[config.mk]
export PLATFORM = sky130hd
export DESIGN_NAME = pfi_irq_ctrl
export DESIGN_NICKNAME = d
export VERILOG_FILES = /design/src/common/pfi_pkg.sv /design/src/rtl/pfi_irq_ctrl.sv
export SDC_FILE = /design/constraint.sdc
export NUM_CORES = 1
export LEC_CHECK = 0
export ABC_CLOCK_PERIOD_IN_PS = 23100
export BUFFER_PORTS_ARGS = -buffer_cell sky130_fd_sc_hd__buf_2
export CAP_MARGIN = 30
export CORE_MARGIN = 3
export CORE_UTILIZATION = 30
export DETAILED_ROUTE_END_ITERATION = 7
export PLACE_DENSITY = 0.49
export SLEW_MARGIN = 20
export SYNTH_ARGS = -nofsm -noshare
export SYNTH_HDL_FRONTEND = slang
export SYNTH_SLANG_ARGS = --single-unit
export TNS_END_PERCENT = 10
[constraint.sdc]
create_clock -name clock_i -period 23.1 [get_ports clock_i]
set_clock_uncertainty 0.1 [all_clocks]
set_input_delay 4.62 -clock clock_i [delete_from_list [all_inputs] [get_ports clock_i]]
set_output_delay 4.62 -clock clock_i [all_outputs]
set_load 0.005 [all_outputs]
[src/common/pfi_pkg.sv]
// Package for the power-fault interrupt logic: register map, timing, carriers.
// Assumes a single 40 MHz clock domain.
package pfi_pkg;
   localparam int CLK_PERIOD_NS = 25;
   localparam int SHORT_TIME_NS = 1000000;
   // Least time, rounded up to whole cycles
   localparam int SHORT_CYC     = (SHORT_TIME_NS + CLK_PERIOD_NS - 1) / CLK_PERIOD_NS;

   localparam int AW = 4;
   localparam int DW = 8;

   localparam logic [AW-1:0] ADDR_FLAG_TOP  = 4'h0;
   localparam logic [AW-1:0] ADDR_FLAG_SW   = 4'h1;
   localparam logic [AW-1:0] ADDR_FLAG_LN   = 4'h2;
   localparam logic [AW-1:0] ADDR_MASK_TOP  = 4'h3;
   localparam logic [AW-1:0] ADDR_MASK_SW   = 4'h4;
   localparam logic [AW-1:0] ADDR_MASK_LN   = 4'h5;
   localparam logic [AW-1:0] ADDR_STATE_TOP = 4'h6;
   localparam logic [AW-1:0] ADDR_STATE_SW  = 4'h7;
   localparam logic [AW-1:0] ADDR_STATE_LN  = 4'h8;
   localparam logic [AW-1:0] ADDR_CTRL      = 4'h9;
   localparam logic [AW-1:0] ADDR_RESET     = 4'hA;

   // Top flag, mask and state bit positions
   localparam int B_HOT   = 0;
   localparam int B_HEAT  = 1;
   localparam int B_OVV   = 2;
   localparam int B_OKDROP = 3;
   localparam int B_SYNC  = 4;
   localparam int B_MEAS  = 5;
   localparam int B_RST   = 6;
   localparam int B_SUMSW = 6;
   localparam int B_SUMLN = 7;
   // Control register bit positions
   localparam int B_GPOA  = 4;
   localparam int B_GPOB  = 5;
   localparam int B_POL   = 6;
   localparam int B_DET   = 7;

   // Writable top mask bits; the two shutdown flags are unmaskable
   localparam logic [6:0] TOP_MASK_WR = 7'h39;
   localparam logic [6:0] TOP_MASK_RST = 7'h00;
   localparam logic [5:0] REG_MASK_RST = 6'h00;
   localparam logic [7:0] CTRL_RST     = 8'h00;

   typedef enum {ST_OFF, ST_LOAD, ST_RUN} pfi_state_e;

   typedef struct packed {
      logic [1:0] sw_ilim;
      logic [1:0] ln_ilim;
      logic [1:0] sw_low;
      logic [1:0] ln_low;
      logic [1:0] sw_pg;
      logic [1:0] ln_pg;
      logic       hot_warn;
      logic       overheat;
      logic       overvolt;
      logic       volts_ok;
      logic       ext_clk;
      logic       meas_done;
      logic       uvlo;
   } pfi_analog_s;

   typedef struct packed {
      logic [AW-1:0] addr;
      logic [DW-1:0] wdata;
      logic          wr;
      logic          rd;
   } pfi_bus_s;
endpackage

[src/rtl/pfi_irq_ctrl.sv]
// Interrupt and protection event logic of a dual switcher, dual linear PMIC.
// Assumes analog indications arrive asynchronously and a host on a plain register port.
`timescale 1ns/100ps
module pfi_irq_ctrl
   import pfi_pkg::*;
#(
   parameter int SHORT_CYCLES = SHORT_CYC
)(
   // Clock and reset
   input  wire logic          clock_i,
   input  wire logic          rst_i,
   // Register port
   input  wire pfi_bus_s      bus_i,
   output logic [DW-1:0]      rdata_o,
   // Analog indications and OTP
   input  wire pfi_analog_s   analog_i,
   input  wire logic          otp_reset_mask_i,
   // Device outputs
   output logic               irq_line_n_o,
   output logic [3:0]         reg_enable_o,
   output logic               general_output_a_o,
   output logic               general_output_b_o,
   output logic               power_ok_pin_o
);
   localparam int CW = $clog2(SHORT_CYCLES + 1);
   localparam logic [CW-1:0] LAST = CW'(SHORT_CYCLES - 1);

   pfi_analog_s s1, s2, s3, f, fq;
   pfi_state_e  state;
   logic        run, wr, swr, det_en, pol, ok_state, ok_q;
   logic [3:0]  en, low, ilim, pg, pg_q, pg_rise, pg_fall, sc_evt;
   logic [3:0]  oc_flag, sc_flag, pg_flag, pg_arm;
   logic [3:0]  oc_mask, rise_mask, fall_mask;
   logic [6:0]  top_flag, top_mask, top_set, clr_top;
   logic [1:0]  general_output_a;
   logic [5:0]  clr_sw, clr_ln;
   logic [3:0]  clr_oc, clr_sc, clr_pg;
   logic        sum_sw, sum_ln, pend;
   logic [CW-1:0] cnt [4];

   // Three stages; a change is taken once the last two agree
   always_ff @(posedge clock_i or posedge rst_i) begin
      if (rst_i) begin
         s1 <= '0;
         s2 <= '0;
         s3 <= '0;
         f  <= '0;
         fq <= '0;
      end else begin
         s1 <= analog_i;
         s2 <= s1;
         s3 <= s2;
         if (s2 == s3) begin
            f <= s3;
         end
         fq <= f;
      end
   end

   assign low     = {f.ln_low, f.sw_low};
   assign ilim    = {f.ln_ilim, f.sw_ilim};
   assign pg      = {f.ln_pg, f.sw_pg};
   assign pg_q    = {fq.ln_pg, fq.sw_pg};
   assign pg_rise = pg & ~pg_q;
   assign pg_fall = ~pg & pg_q;
   assign run     = (state == ST_RUN);
   assign wr      = bus_i.wr & run;
   assign swr     = wr && (bus_i.addr == ADDR_RESET) && bus_i.wdata[0];

   // Start-up sequencer; power-on reset behaves as leaving undervoltage
   always_ff @(posedge clock_i or posedge rst_i) begin
      if (rst_i) begin
         state <= ST_OFF;
      end else begin
         case (state)
            ST_OFF: begin
               if (!f.uvlo) begin
                  state <= ST_LOAD;
               end
            end
            ST_LOAD: begin
               state <= ST_RUN;
            end
            ST_RUN: begin
               if (f.uvlo || swr) begin
                  state <= ST_OFF;
               end
            end
            default: begin
               state <= ST_OFF;
            end
         endcase
      end
   end

   // Short detection: low output while enabled for the full debounce
   for (genvar i = 0; i < 4; i++) begin : g_short
      always_ff @(posedge clock_i or posedge rst_i) begin
         if (rst_i) begin
            cnt[i] <= '0;
         end else if (en[i] && low[i]) begin
            cnt[i] <= cnt[i] + 1'b1;
         end else begin
            cnt[i] <= '0;
         end
      end
      assign sc_evt[i] = run && en[i] && low[i] && (cnt[i] == LAST);
   end

   // Write-one-to-clear strobes
   assign clr_top = (wr && bus_i.addr == ADDR_FLAG_TOP) ? bus_i.wdata[6:0] : '0;
   assign clr_sw  = (wr && bus_i.addr == ADDR_FLAG_SW) ? bus_i.wdata[5:0] : '0;
   assign clr_ln  = (wr && bus_i.addr == ADDR_FLAG_LN) ? bus_i.wdata[5:0] : '0;
   assign clr_oc  = {clr_ln[1:0], clr_sw[1:0]};
   assign clr_sc  = {clr_ln[3:2], clr_sw[3:2]};
   assign clr_pg  = {clr_ln[5:4], clr_sw[5:4]};

   // Top-level events
   always_comb begin
      top_set          = '0;
      top_set[B_HOT]   = f.hot_warn;
      top_set[B_HEAT]  = f.overheat;
      top_set[B_OVV]   = f.overvolt;
      top_set[B_OKDROP] = ok_q && !ok_state;
      top_set[B_SYNC]  = det_en && (f.ext_clk != fq.ext_clk);
      top_set[B_MEAS]  = f.meas_done && !fq.meas_done;
   end

   // Flags: level conditions re-set every cycle, so a clear cannot win while active
   always_ff @(posedge clock_i or posedge rst_i) begin
      if (rst_i) begin
         top_flag <= '0;
         oc_flag  <= '0;
         sc_flag  <= '0;
         pg_flag  <= '0;
         pg_arm   <= '0;
      end else if (state == ST_OFF) begin
         top_flag <= '0;
         oc_flag  <= '0;
         sc_flag  <= '0;
         pg_flag  <= '0;
         pg_arm   <= '0;
      end else if (state == ST_LOAD) begin
         top_flag[B_RST] <= !otp_reset_mask_i;
      end else begin
         top_flag <= top_set | (top_flag & ~clr_top);
         oc_flag  <= ilim | (oc_flag & ~clr_oc);
         sc_flag  <= sc_evt | (sc_flag & ~clr_sc);
         pg_flag  <= pg_rise | pg_fall | (pg_flag & ~clr_pg);
         pg_arm   <= (pg_rise & ~rise_mask) | (pg_fall & ~fall_mask) | (pg_arm & ~clr_pg);
      end
   end

   // Detector enable while the clock is absent counts as a disappearance
   logic det_q;
   always_ff @(posedge clock_i or posedge rst_i) begin
      if (rst_i) begin
         det_q <= 1'b0;
      end else begin
         det_q <= det_en;
      end
   end
   logic miss_evt;
   assign miss_evt = det_en && !det_q && !f.ext_clk;

   // The sync flag also takes the missing-clock event
   logic sync_extra;
   always_ff @(posedge clock_i or posedge rst_i) begin
      if (rst_i) begin
         sync_extra <= 1'b0;
      end else if (!run) begin
         sync_extra <= 1'b0;
      end else begin
         sync_extra <= miss_evt | (sync_extra & ~clr_top[B_SYNC]);
      end
   end

   // Masks; the reset mask bit only follows OTP
   always_ff @(posedge clock_i or posedge rst_i) begin
      if (rst_i) begin
         top_mask <= TOP_MASK_RST;
         oc_mask  <= '0;
         rise_mask <= '0;
         fall_mask <= '0;
      end else if (state == ST_OFF) begin
         top_mask <= TOP_MASK_RST;
         oc_mask  <= '0;
         rise_mask <= '0;
         fall_mask <= '0;
      end else if (state == ST_LOAD) begin
         top_mask[B_RST] <= otp_reset_mask_i;
      end else if (wr) begin
         if (bus_i.addr == ADDR_MASK_TOP) begin
            top_mask <= (bus_i.wdata[6:0] & TOP_MASK_WR) | (top_mask & ~TOP_MASK_WR);
         end
         if (bus_i.addr == ADDR_MASK_SW) begin
            oc_mask[1:0]   <= bus_i.wdata[1:0];
            rise_mask[1:0] <= bus_i.wdata[3:2];
            fall_mask[1:0] <= bus_i.wdata[5:4];
         end
         if (bus_i.addr == ADDR_MASK_LN) begin
            oc_mask[3:2]   <= bus_i.wdata[1:0];
            rise_mask[3:2] <= bus_i.wdata[3:2];
            fall_mask[3:2] <= bus_i.wdata[5:4];
         end
      end
   end

   // Control: regulator enables, general outputs, polarity, detector
   always_ff @(posedge clock_i or posedge rst_i) begin
      if (rst_i) begin
         en     <= CTRL_RST[3:0];
         general_output_a    <= CTRL_RST[B_GPOB:B_GPOA];
         pol    <= CTRL_RST[B_POL];
         det_en <= CTRL_RST[B_DET];
      end else if (state != ST_RUN) begin
         en     <= CTRL_RST[3:0];
         general_output_a    <= CTRL_RST[B_GPOB:B_GPOA];
         pol    <= CTRL_RST[B_POL];
         det_en <= CTRL_RST[B_DET];
      end else if (f.overheat || f.overvolt) begin
         en  <= '0;
         general_output_a <= '0;
      end else begin
         if (wr && bus_i.addr == ADDR_CTRL) begin
            en     <= bus_i.wdata[3:0] & ~sc_evt;
            general_output_a    <= bus_i.wdata[B_GPOB:B_GPOA];
            pol    <= bus_i.wdata[B_POL];
            det_en <= bus_i.wdata[B_DET];
         end else begin
            en <= en & ~sc_evt;
         end
      end
   end

   // Group summaries and interrupt line
   assign sum_sw = |{oc_flag[1:0], sc_flag[1:0], pg_flag[1:0]};
   assign sum_ln = |{oc_flag[3:2], sc_flag[3:2], pg_flag[3:2]};
   assign pend = |(top_flag & ~top_mask) | (sync_extra & ~top_mask[B_SYNC]) |
                 |(oc_flag & ~oc_mask) | |sc_flag | |pg_arm;

   always_ff @(posedge clock_i or posedge rst_i) begin
      if (rst_i) begin
         irq_line_n_o <= 1'b1;
      end else begin
         irq_line_n_o <= !pend;
      end
   end

   // Power-ok state is polarity-free; only the pin is inverted
   assign ok_state = run && f.volts_ok;
   always_ff @(posedge clock_i or posedge rst_i) begin
      if (rst_i) begin
         ok_q           <= 1'b0;
         power_ok_pin_o <= 1'b0;
      end else begin
         ok_q           <= ok_state;
         power_ok_pin_o <= ok_state ^ pol;
      end
   end

   assign reg_enable_o       = en;
   assign general_output_a_o = general_output_a[0];
   assign general_output_b_o = general_output_a[1];

   // Read data stands only in the cycle after the strobe
   always_ff @(posedge clock_i or posedge rst_i) begin
      if (rst_i) begin
         rdata_o <= '0;
      end else if (!bus_i.rd) begin
         rdata_o <= '0;
      end else begin
         case (bus_i.addr)
            ADDR_FLAG_TOP:  rdata_o <= {1'b0, top_flag | {2'b00, sync_extra, 4'h0}};
            ADDR_FLAG_SW:   rdata_o <= {2'b00, pg_flag[1:0], sc_flag[1:0], oc_flag[1:0]};
            ADDR_FLAG_LN:   rdata_o <= {2'b00, pg_flag[3:2], sc_flag[3:2], oc_flag[3:2]};
            ADDR_MASK_TOP:  rdata_o <= {1'b0, top_mask};
            ADDR_MASK_SW:   rdata_o <= {2'b00, fall_mask[1:0], rise_mask[1:0], oc_mask[1:0]};
            ADDR_MASK_LN:   rdata_o <= {2'b00, fall_mask[3:2], rise_mask[3:2], oc_mask[3:2]};
            ADDR_STATE_TOP: rdata_o <= {sum_ln, sum_sw, 1'b0, f.ext_clk, ok_state, f.overvolt,
                                        f.overheat, f.hot_warn};
            ADDR_STATE_SW:  rdata_o <= {4'h0, f.sw_pg, f.sw_ilim};
            ADDR_STATE_LN:  rdata_o <= {4'h0, f.ln_pg, f.ln_ilim};
            ADDR_CTRL:      rdata_o <= {det_en, pol, general_output_a, en};
            default:        rdata_o <= '0;
         endcase
      end
   end

   // Checks
   property p_irq_set;
      @(posedge clock_i) disable iff (rst_i)
      (run && !f.uvlo && !swr && f.overheat) |-> ##2 !irq_line_n_o;
   endproperty
   a_irq_set: assert property (p_irq_set) else $error("irq not low after overheat");

   property p_irq_release;
      @(posedge clock_i) disable iff (rst_i)
      !pend |=> irq_line_n_o;
   endproperty
   a_irq_release: assert property (p_irq_release) else $error("irq low with nothing pending");

   property p_reset_flag;
      @(posedge clock_i) disable iff (rst_i)
      (state == ST_LOAD && !otp_reset_mask_i) |=> (top_flag[B_RST] && run);
   endproperty
   a_reset_flag: assert property (p_reset_flag) else $error("reset flag missing after start-up");

   property p_mask_fixed;
      @(posedge clock_i) disable iff (rst_i)
      (wr && bus_i.addr == ADDR_MASK_TOP) |=> $stable(top_mask[B_RST]);
   endproperty
   a_mask_fixed: assert property (p_mask_fixed) else $error("reset mask changed by write");

   property p_oc_hold;
      @(posedge clock_i) disable iff (rst_i)
      (run && !f.uvlo && !swr && f.sw_ilim[0] && clr_oc[0]) |=> oc_flag[0];
   endproperty
   a_oc_hold: assert property (p_oc_hold) else $error("overcurrent flag cleared while active");

   property p_short;
      @(posedge clock_i) disable iff (rst_i)
      sc_evt[0] |-> ($past(cnt[0]) == LAST - 1'b1) ##1 (!en[0] && sc_flag[0]);
   endproperty
   a_short: assert property (p_short) else $error("short not acted on");

   property p_heat_off;
      @(posedge clock_i) disable iff (rst_i)
      f.overheat |=> (en == '0) && !general_output_a_o && !general_output_b_o;
   endproperty
   a_heat_off: assert property (p_heat_off) else $error("overheat left outputs on");

   property p_pin_pol;
      @(posedge clock_i) disable iff (rst_i)
      run |=> power_ok_pin_o == ($past(f.volts_ok) ^ $past(pol));
   endproperty
   a_pin_pol: assert property (p_pin_pol) else $error("power-ok pin polarity wrong");

   property p_masked;
      @(posedge clock_i) disable iff (rst_i)
      (pend == 1'b0 && oc_flag != '0) |=> irq_line_n_o;
   endproperty
   a_masked: assert property (p_masked) else $error("masked flag drove irq");

   property p_uvlo_off;
      @(posedge clock_i) disable iff (rst_i)
      (run && f.uvlo) |=> !run ##1 (top_flag == '0 && en == '0);
   endproperty
   a_uvlo_off: assert property (p_uvlo_off) else $error("undervoltage left flags or enables");
endmodule

==> results of run 1 <==
## registers in the layout (all words and copies together), names as in the netlist, 5 cells and up
signal / count
s2: 19
f: 19
rdata_o: 8
s3: 19
fq: 6
s1: 19
top_mask: 5
top_flag: 7
cnt: 64
## layer usage
layer | wire (microns) | GRT usage (%) | vias up
li1 | - | - | 2977
met1 | 10700 | 21.7 | 3083
met2 | 9270 | 20.3 | 199
met3 | 1490 | 2.83 | 38
met4 | 570 | 3.83 | 0
met5 | 0 | 0 | -
## path summary, 6_finish.rpt
kind / startpoint / endpoint / depth (start not counted)
worst max-delay path: bus_i[12] / sync_extra / 6
worst min-delay path: s1[12] / s2[12] / 0
worst max register to register: state[1] / sync_extra / 6
worst min register to register: s1[12] / s2[12] / 0
max in group asynchronous: rst_i / s1[11] / 5
min in group asynchronous: rst_i / cnt[23] / 2
## kinds of logic after synthesis
kind of cell,share of synthesized area [%]
mux,4.11
simple gates,17.1
fa+ha+maj,1.68
compound gates,8.54
buf+inv,3.03
xor+xnor,6.87
flops,58.6
## placed cells by master, fill, tap and decap left out, types with 3 or more instances in the layout
cell type  count
xor2_1        47
ha_1          12
clkbuf_1       7
inv_1         40
and4_1         3
clkbuf_8       4
a31oi_1        5
and3_1        13
buf_2         51
nor2b_1       11
or2_2          3
a22o_1         5
nor3_1        18
nor2_1        85
nand3_1       43
and2_1         3
dfrtp_1      208
clkbuf_16     25
a21oi_1       29
mux2_2        19
mux2i_1       13
clkinv_2       4
o21ai_0       38
buf_4          5
o22ai_1        7
a22oi_1       15
xnor2_1       23
nand4_1       13
or3_1         10
a31o_2         6
nor4_1        18
nand2b_1       5
nand2_1       76
## through the flow
step | setup slack (ns) | area [sq um] | hold slack, ns
5_1_grt | 16.69 | 10400 | 0.253
2_1_floorplan | 12.67 | 8920 | 0.231
3_3_place_gp | 16.36 | 9580 | 0.235
4_1_cts | 16.90 | 10300 | 0.244
3_5_place_dp | 16.34 | 9600 | 0.235
6_report | 16.83 | 10400 | 0.241
## Yosys cell counts (10+ instances only)
cell type and count:
a21oi_1 29, a22oi_1 15, and3_1 13, clkbuf_1 23
dfrtp_1 208, ha_1 12, inv_1 41, mux2_2 19
mux2i_1 13, nand2_1 76, nand3_1 43, nand4_1 13
nor2_1 85, nor2b_1 11, nor3_1 18, nor4_1 18
o21ai_0 38, or3_1 10, xnor2_1 23, xor2_1 47
## cell type report
cell class                      instances  area, sq um
Sequential cell                       209         5230
Fill cell                            2946        18600
Inverter                               41          161
Timing Repair Buffer                   58          340
Clock inverter                          6         37.5
Tap cell                              384          480
Clock buffer                           36          707
Multi-Input combinational cell        549         3420
## power breakdown
group | leakage, uW | internal [uW] | switching [uW]
Sequential | 0.00277 | 387 | 21.5
Clock | 0.000369 | 211 | 146
Combinational | 0.00135 | 29.3 | 73.3
==> metrics, run 1 <==
status=completed; Die Wd=178 microns; Yosys top cell area share=58.3%; via count=6297; Die Y-Extent=178 microns; FFs w/ async S/R, synth=100%; Overflow after GRT=0; WP data arrival=6.54 ns; GRT Util Overall=14.2%; Vias/cell=4.91; # placed instances=1239; Final Core Density=35.8%; clk sinks=209; fin crit share=27.1%; Mean Syn Cell Area=10.8 sq um; Netlist cell types=55; Core Region=29000 sq um; layout cells sized above 1=14.3%; Worst-Margin Slew=0.918 ns; largest net degree at the start of global routing=128; number of synthesized flops with an enable pin=0; clk buf depth=3; row count=62; max cap viols=0; Initial Utilization=30.8%; antenna violations before repair=0; CP Class=in2reg; DR WL/cell=17.2 microns; Num CTS Buffers=25; Die Area=31800 sq um; DRC Markers=0; H-tree Lvls=1; fmax=160 MHz; post-synthesis sequential area ratio=58.6%; CP Max Fanout=25; unrepaired setup endpoints after global routing=no; DRT Wirelength=22.0 mm; Final HPWL DP=15.2 mm; CTS tree=yes; Max VDD drop=0.0000478 V; ys flop type=dfrtp_1; Syn Inst Count=827; Slew HR=38.3%; Pwr Total=868 uW; port bufs=51; Critical Path RT=23.37 ns; Top-Level Pins=52; Hold Vio Cnt, Final=0; Root Driver=clkbuf_16; nature of the critical path endpoint=register; Worst-Skew Late Latency=0.52 ns; ranking of synthesized cells by area=dfrtp_1 (58%), xor2_1 (4.6%), nor2_1 (3.6%); Fin Setup TNS=0 ns; vias in the first global route=6295; ANT cells=0; GPL Wtd Cong=0.911; Worst Setup Start Kind=primary input; power per cell area=83.6 nW/um^2; setup violators final=0; internal reg-to-reg setup slack=20.38 ns; area leader, netlist=dfrtp_1; NumNets Final=932; Setup Fix Bufs, Post-CTS=0; Hold-fix buffers, CTS=0; Hold WC Path Type=reg2reg; Initial DRC Count=448; Syn Std Cell Area=8920 sq um; Synth Net Count=875; Tmin final=6.27 ns; Layout Area Growth over Synthesis=16.3%; delay-heaviest family, CP=simple AND/OR/NAND/NOR gates; DRT Pass-1 Iters=4; Reg clk slew, reported paths=0.05 ns; max-slew violation count=0; YS warnings=0; # resized after CTS=0; first-pass GRT wire length=35.7 mm; Buf/Inv on CP=1; slowest stage delay, CP=0.78 ns; Final ANT Viol Nets=0; Worst path slowest cell=nor4_2; FF+latch count, synth=209; Leakage=0.00449 uW; final std cells w/o fill=1283; crit-path cells=buf_2 -> or2_2 -> nor4_2 -> nand2_1 -> a22oi_1 -> nor2_1
Note: power is estimated with default switching activity, not from simulation.
==> run 2: changes to the inputs <==
--- a/config.mk
+++ b/config.mk
@@ -5,7 +5,8 @@
 export SDC_FILE = /design/constraint.sdc
 export NUM_CORES = 1
 export LEC_CHECK = 0
-export ABC_CLOCK_PERIOD_IN_PS = 23100
+export ABC_AREA = 1
+export ABC_CLOCK_PERIOD_IN_PS = 6000
 export BUFFER_PORTS_ARGS = -buffer_cell sky130_fd_sc_hd__buf_2
 export CAP_MARGIN = 30
 export CORE_MARGIN = 3
==> constraint.sdc (replaced) <==
create_clock -name clock_i -period 6 [get_ports clock_i]
set_clock_uncertainty 0.1 [all_clocks]
set_input_delay 1.2 -clock clock_i [delete_from_list [all_inputs] [get_ports clock_i]]
set_output_delay 1.2 -clock clock_i [all_outputs]
set_load 0.005 [all_outputs]
==> run 2 against run 1 <==
  * Sequential power grew to 3.8 times the previous value
  * Register-to-register slack got worse by 17 ns
  * Core utilization fell by 0.80 points
  * Cell count is 23% higher
  * Combinational power grew to 3.9 times the previous value
  * Via count rose by 16%
  * Wire length grew 8.3%
  * Total power increased to 3.8 times the previous value
  * First-iteration DRC count shrank 11%
  * Non-clock buffer count is 5 lower
==> metrics, run 2 <==
status=completed; commonest non-fill, non-tap cell in the layout=nand2_1; clk sinks=209; NumNets Final=1212; Root Driver=clkbuf_16; top-count cell post-synth=nand2_1; Syn Inst Count=1101; Final ANT Viol Nets=0; Mean Syn Cell Area=8.53 sq um; Area after DPL=10100 sq um; max reg flops=64; Final Core Density=35.0%; Leakage=0.00498 uW; Flop pwr share=47.4%; ranking of synthesized cells by area=dfrtp_1 (55%), nand2_1 (11%), inv_1 (6.0%); vias in the first global route=6997; Fin Setup TNS=0 ns; Seq. cell area=5230 sq um; port bufs=51; setup violators final=0; Worst-Margin Slew=0.934 ns; Top reg by flops=cnt; GPL Wtd Cong=0.943; GR Layer Usage met1=20.9%; Yosys top cell area share=55.4%; Setup Fix Bufs, Post-CTS=0; DRT Pass-1 Iters=4; Reg clk slew, reported paths=0.06 ns; max-slew violation count=0; Die Area=33500 sq um; max cap viols=0; row count=64; Max VDD drop=0.000172 V; commonest cells in the netlist=nand2_1 (263), dfrtp_1 (208), inv_1 (150); CP Class=reg2reg; unrepaired setup endpoints after global routing=no; Core Region=30700 sq um; area taken by multi-input logic gates=3450 sq um; area leader, netlist=dfrtp_1; Layout Area Growth over Synthesis=14.5%; CP Max Fanout=20; delay-heaviest family, CP=simple AND/OR/NAND/NOR gates; global-route met2 utilization=21.8%; Top-Level Pins=52; YS warnings=0; Sw Ratio=28.6%; Setup crit end=oc_mask[3]; Crit path depth=4; Worst path slowest cell=nor2_1; internal reg-to-reg setup slack=3.46 ns; DR WL/cell=15.1 microns; clk buf depth=3; Vias/cell=4.64; Initial DRC Count=399; H-tree Lvls=1; antenna violations before repair=2; DRC Markers=0; Internal=2360 uW; first-pass GRT wire length=38.7 mm; Slew HR=37.5%; final std cells w/o fill=1576; fmax=394 MHz; largest net degree at the start of global routing=138; met3 Use GR=2.24%; Comb pwr share=12.3%; WP data arrival=2.81 ns; # placed instances=1535; fin crit share=42.3%; # resized after CTS=0; Final HPWL DP=17.6 mm; Critical Path RT=6.27 ns; post-synthesis sequential area ratio=55.7%; via count=7310; layer with the highest usage=met2; GRT Util Overall=14.4%; # fillers=3235; Hold WC Path Type=reg2reg; worst r2r dst=oc_mask[3]; nature of the critical path endpoint=register; layout cells sized above 1=9.84%; Synth Net Count=1149; Die Wd=183 microns; Overflow after GRT=0; Netlist cell types=45; Num CTS Buffers=23; Die Y-Extent=183 microns; FF+latch count, synth=209; CTS tree=yes; crit-path cells=nor2_1 -> inv_2 -> o21ai_2 -> o21ai_0; DRT Wirelength=23.8 mm; Sw Pwr=945 uW; Syn Std Cell Area=9400 sq um; ys flop type=dfrtp_1; number of synthesized flops with an enable pin=0; Buf/Inv on CP=1; Worst Setup Start Kind=register; Tmin final=2.54 ns; commonest non-fill, non-tap cells in the layout=nand2_1 (263), dfrtp_1 (208), inv_1 (149); FFs w/ async S/R, synth=100%; Initial Utilization=30.6%; Hold Vio Cnt, Final=0; Worst R2R Start=state[1]; fin area=10800 sq um; worst reg2reg path depth=4; slowest stage delay, CP=0.85 ns; Hold-fix buffers, CTS=0; power per cell area=308 nW/um^2; Worst-Skew Late Latency=0.51 ns; crit path launch=state[1]; clock share of power=40.3%
run 2: changes by cell type after synthesis, moves of 16 or more:
cell / delta
xor2_1: -40
nand2_1: +187
a21oi_1: +25
xnor2_1: -18
nor4_1: -16
mux2_2: -19
inv_1: +109
nor2_1: +61
o21ai_0: +47
clkbuf_1: -21
run 2: cell type report:
class / instances / share of cell area [%]
timing repair buffer: 53 / 2.63
tap: 396 / 4.61
inverter: 155 / 5.47
clock inverter: 8 / 0.663
antenna: 1 / 0.0233
multi-input combinational: 722 / 32.1
clock buffer: 32 / 5.85
sequential: 209 / 48.6
run 2: kinds of logic after synthesis:
family                   Yosys count  share of synthesized area, %
XOR/XNOR                          12                          1.12
AO/OA/AOI/OAI                    166                          9.54
buffers and inverters            170                          7.56
adder cells (fa/ha/maj)           12                          1.60
AND/OR/NAND/NOR                  532                          24.5
flip-flops                       209                          55.7
run 2: worst register-to-register path: stages, from the launching register on:
cell,delay (ns)
dfrtp_1,0.67
nor2_1,0.85
inv_2,0.33
o21ai_2,0.31
o21ai_0,0.15
run 2: per-stage QoR:
| stage | hold slack [ns] | power, uW | setup slack, ns |
|---|---|---|---|
| after CTS | 0.248 | 3370 | 3.46 |
| after floorplan | 0.231 | 1860 | 1.99 |
| after global placement | 0.235 | 2000 | 3.35 |
| after detailed placement | 0.235 | 2010 | 3.35 |
| after global routing | 0.254 | 3470 | 3.31 |
| final | 0.247 | 3310 | 3.46 |
run 2: power groups by stage:
stage	registers [uW]	logic, uW	clock network [uW]
floorplan	1560	307	0
global placement	1590	409	0
detailed placement	1590	414	0
CTS	1570	415	1380
global route	1580	454	1430
finish	1570	406	1330
run 2: metal layers:
layer	wire length (microns)	up-vias
li1	-	3646
met1	11700	3446
met2	10100	162
met3	1050	54
met4	984	2
met5	9	-
run 2: worst min path at each step:
stage	from	depth (start not counted)	slack, ns	to
after floorplan	s1[0]	0	0.23	s2[0]
after global placement	s1[9]	0	0.24	s2[9]
after detailed placement	s1[6]	0	0.23	s2[6]
after CTS	s1[6]	0	0.25	s2[6]
after global routing	s1[18]	0	0.25	s2[18]
final	s1[0]	0	0.25	s2[0]
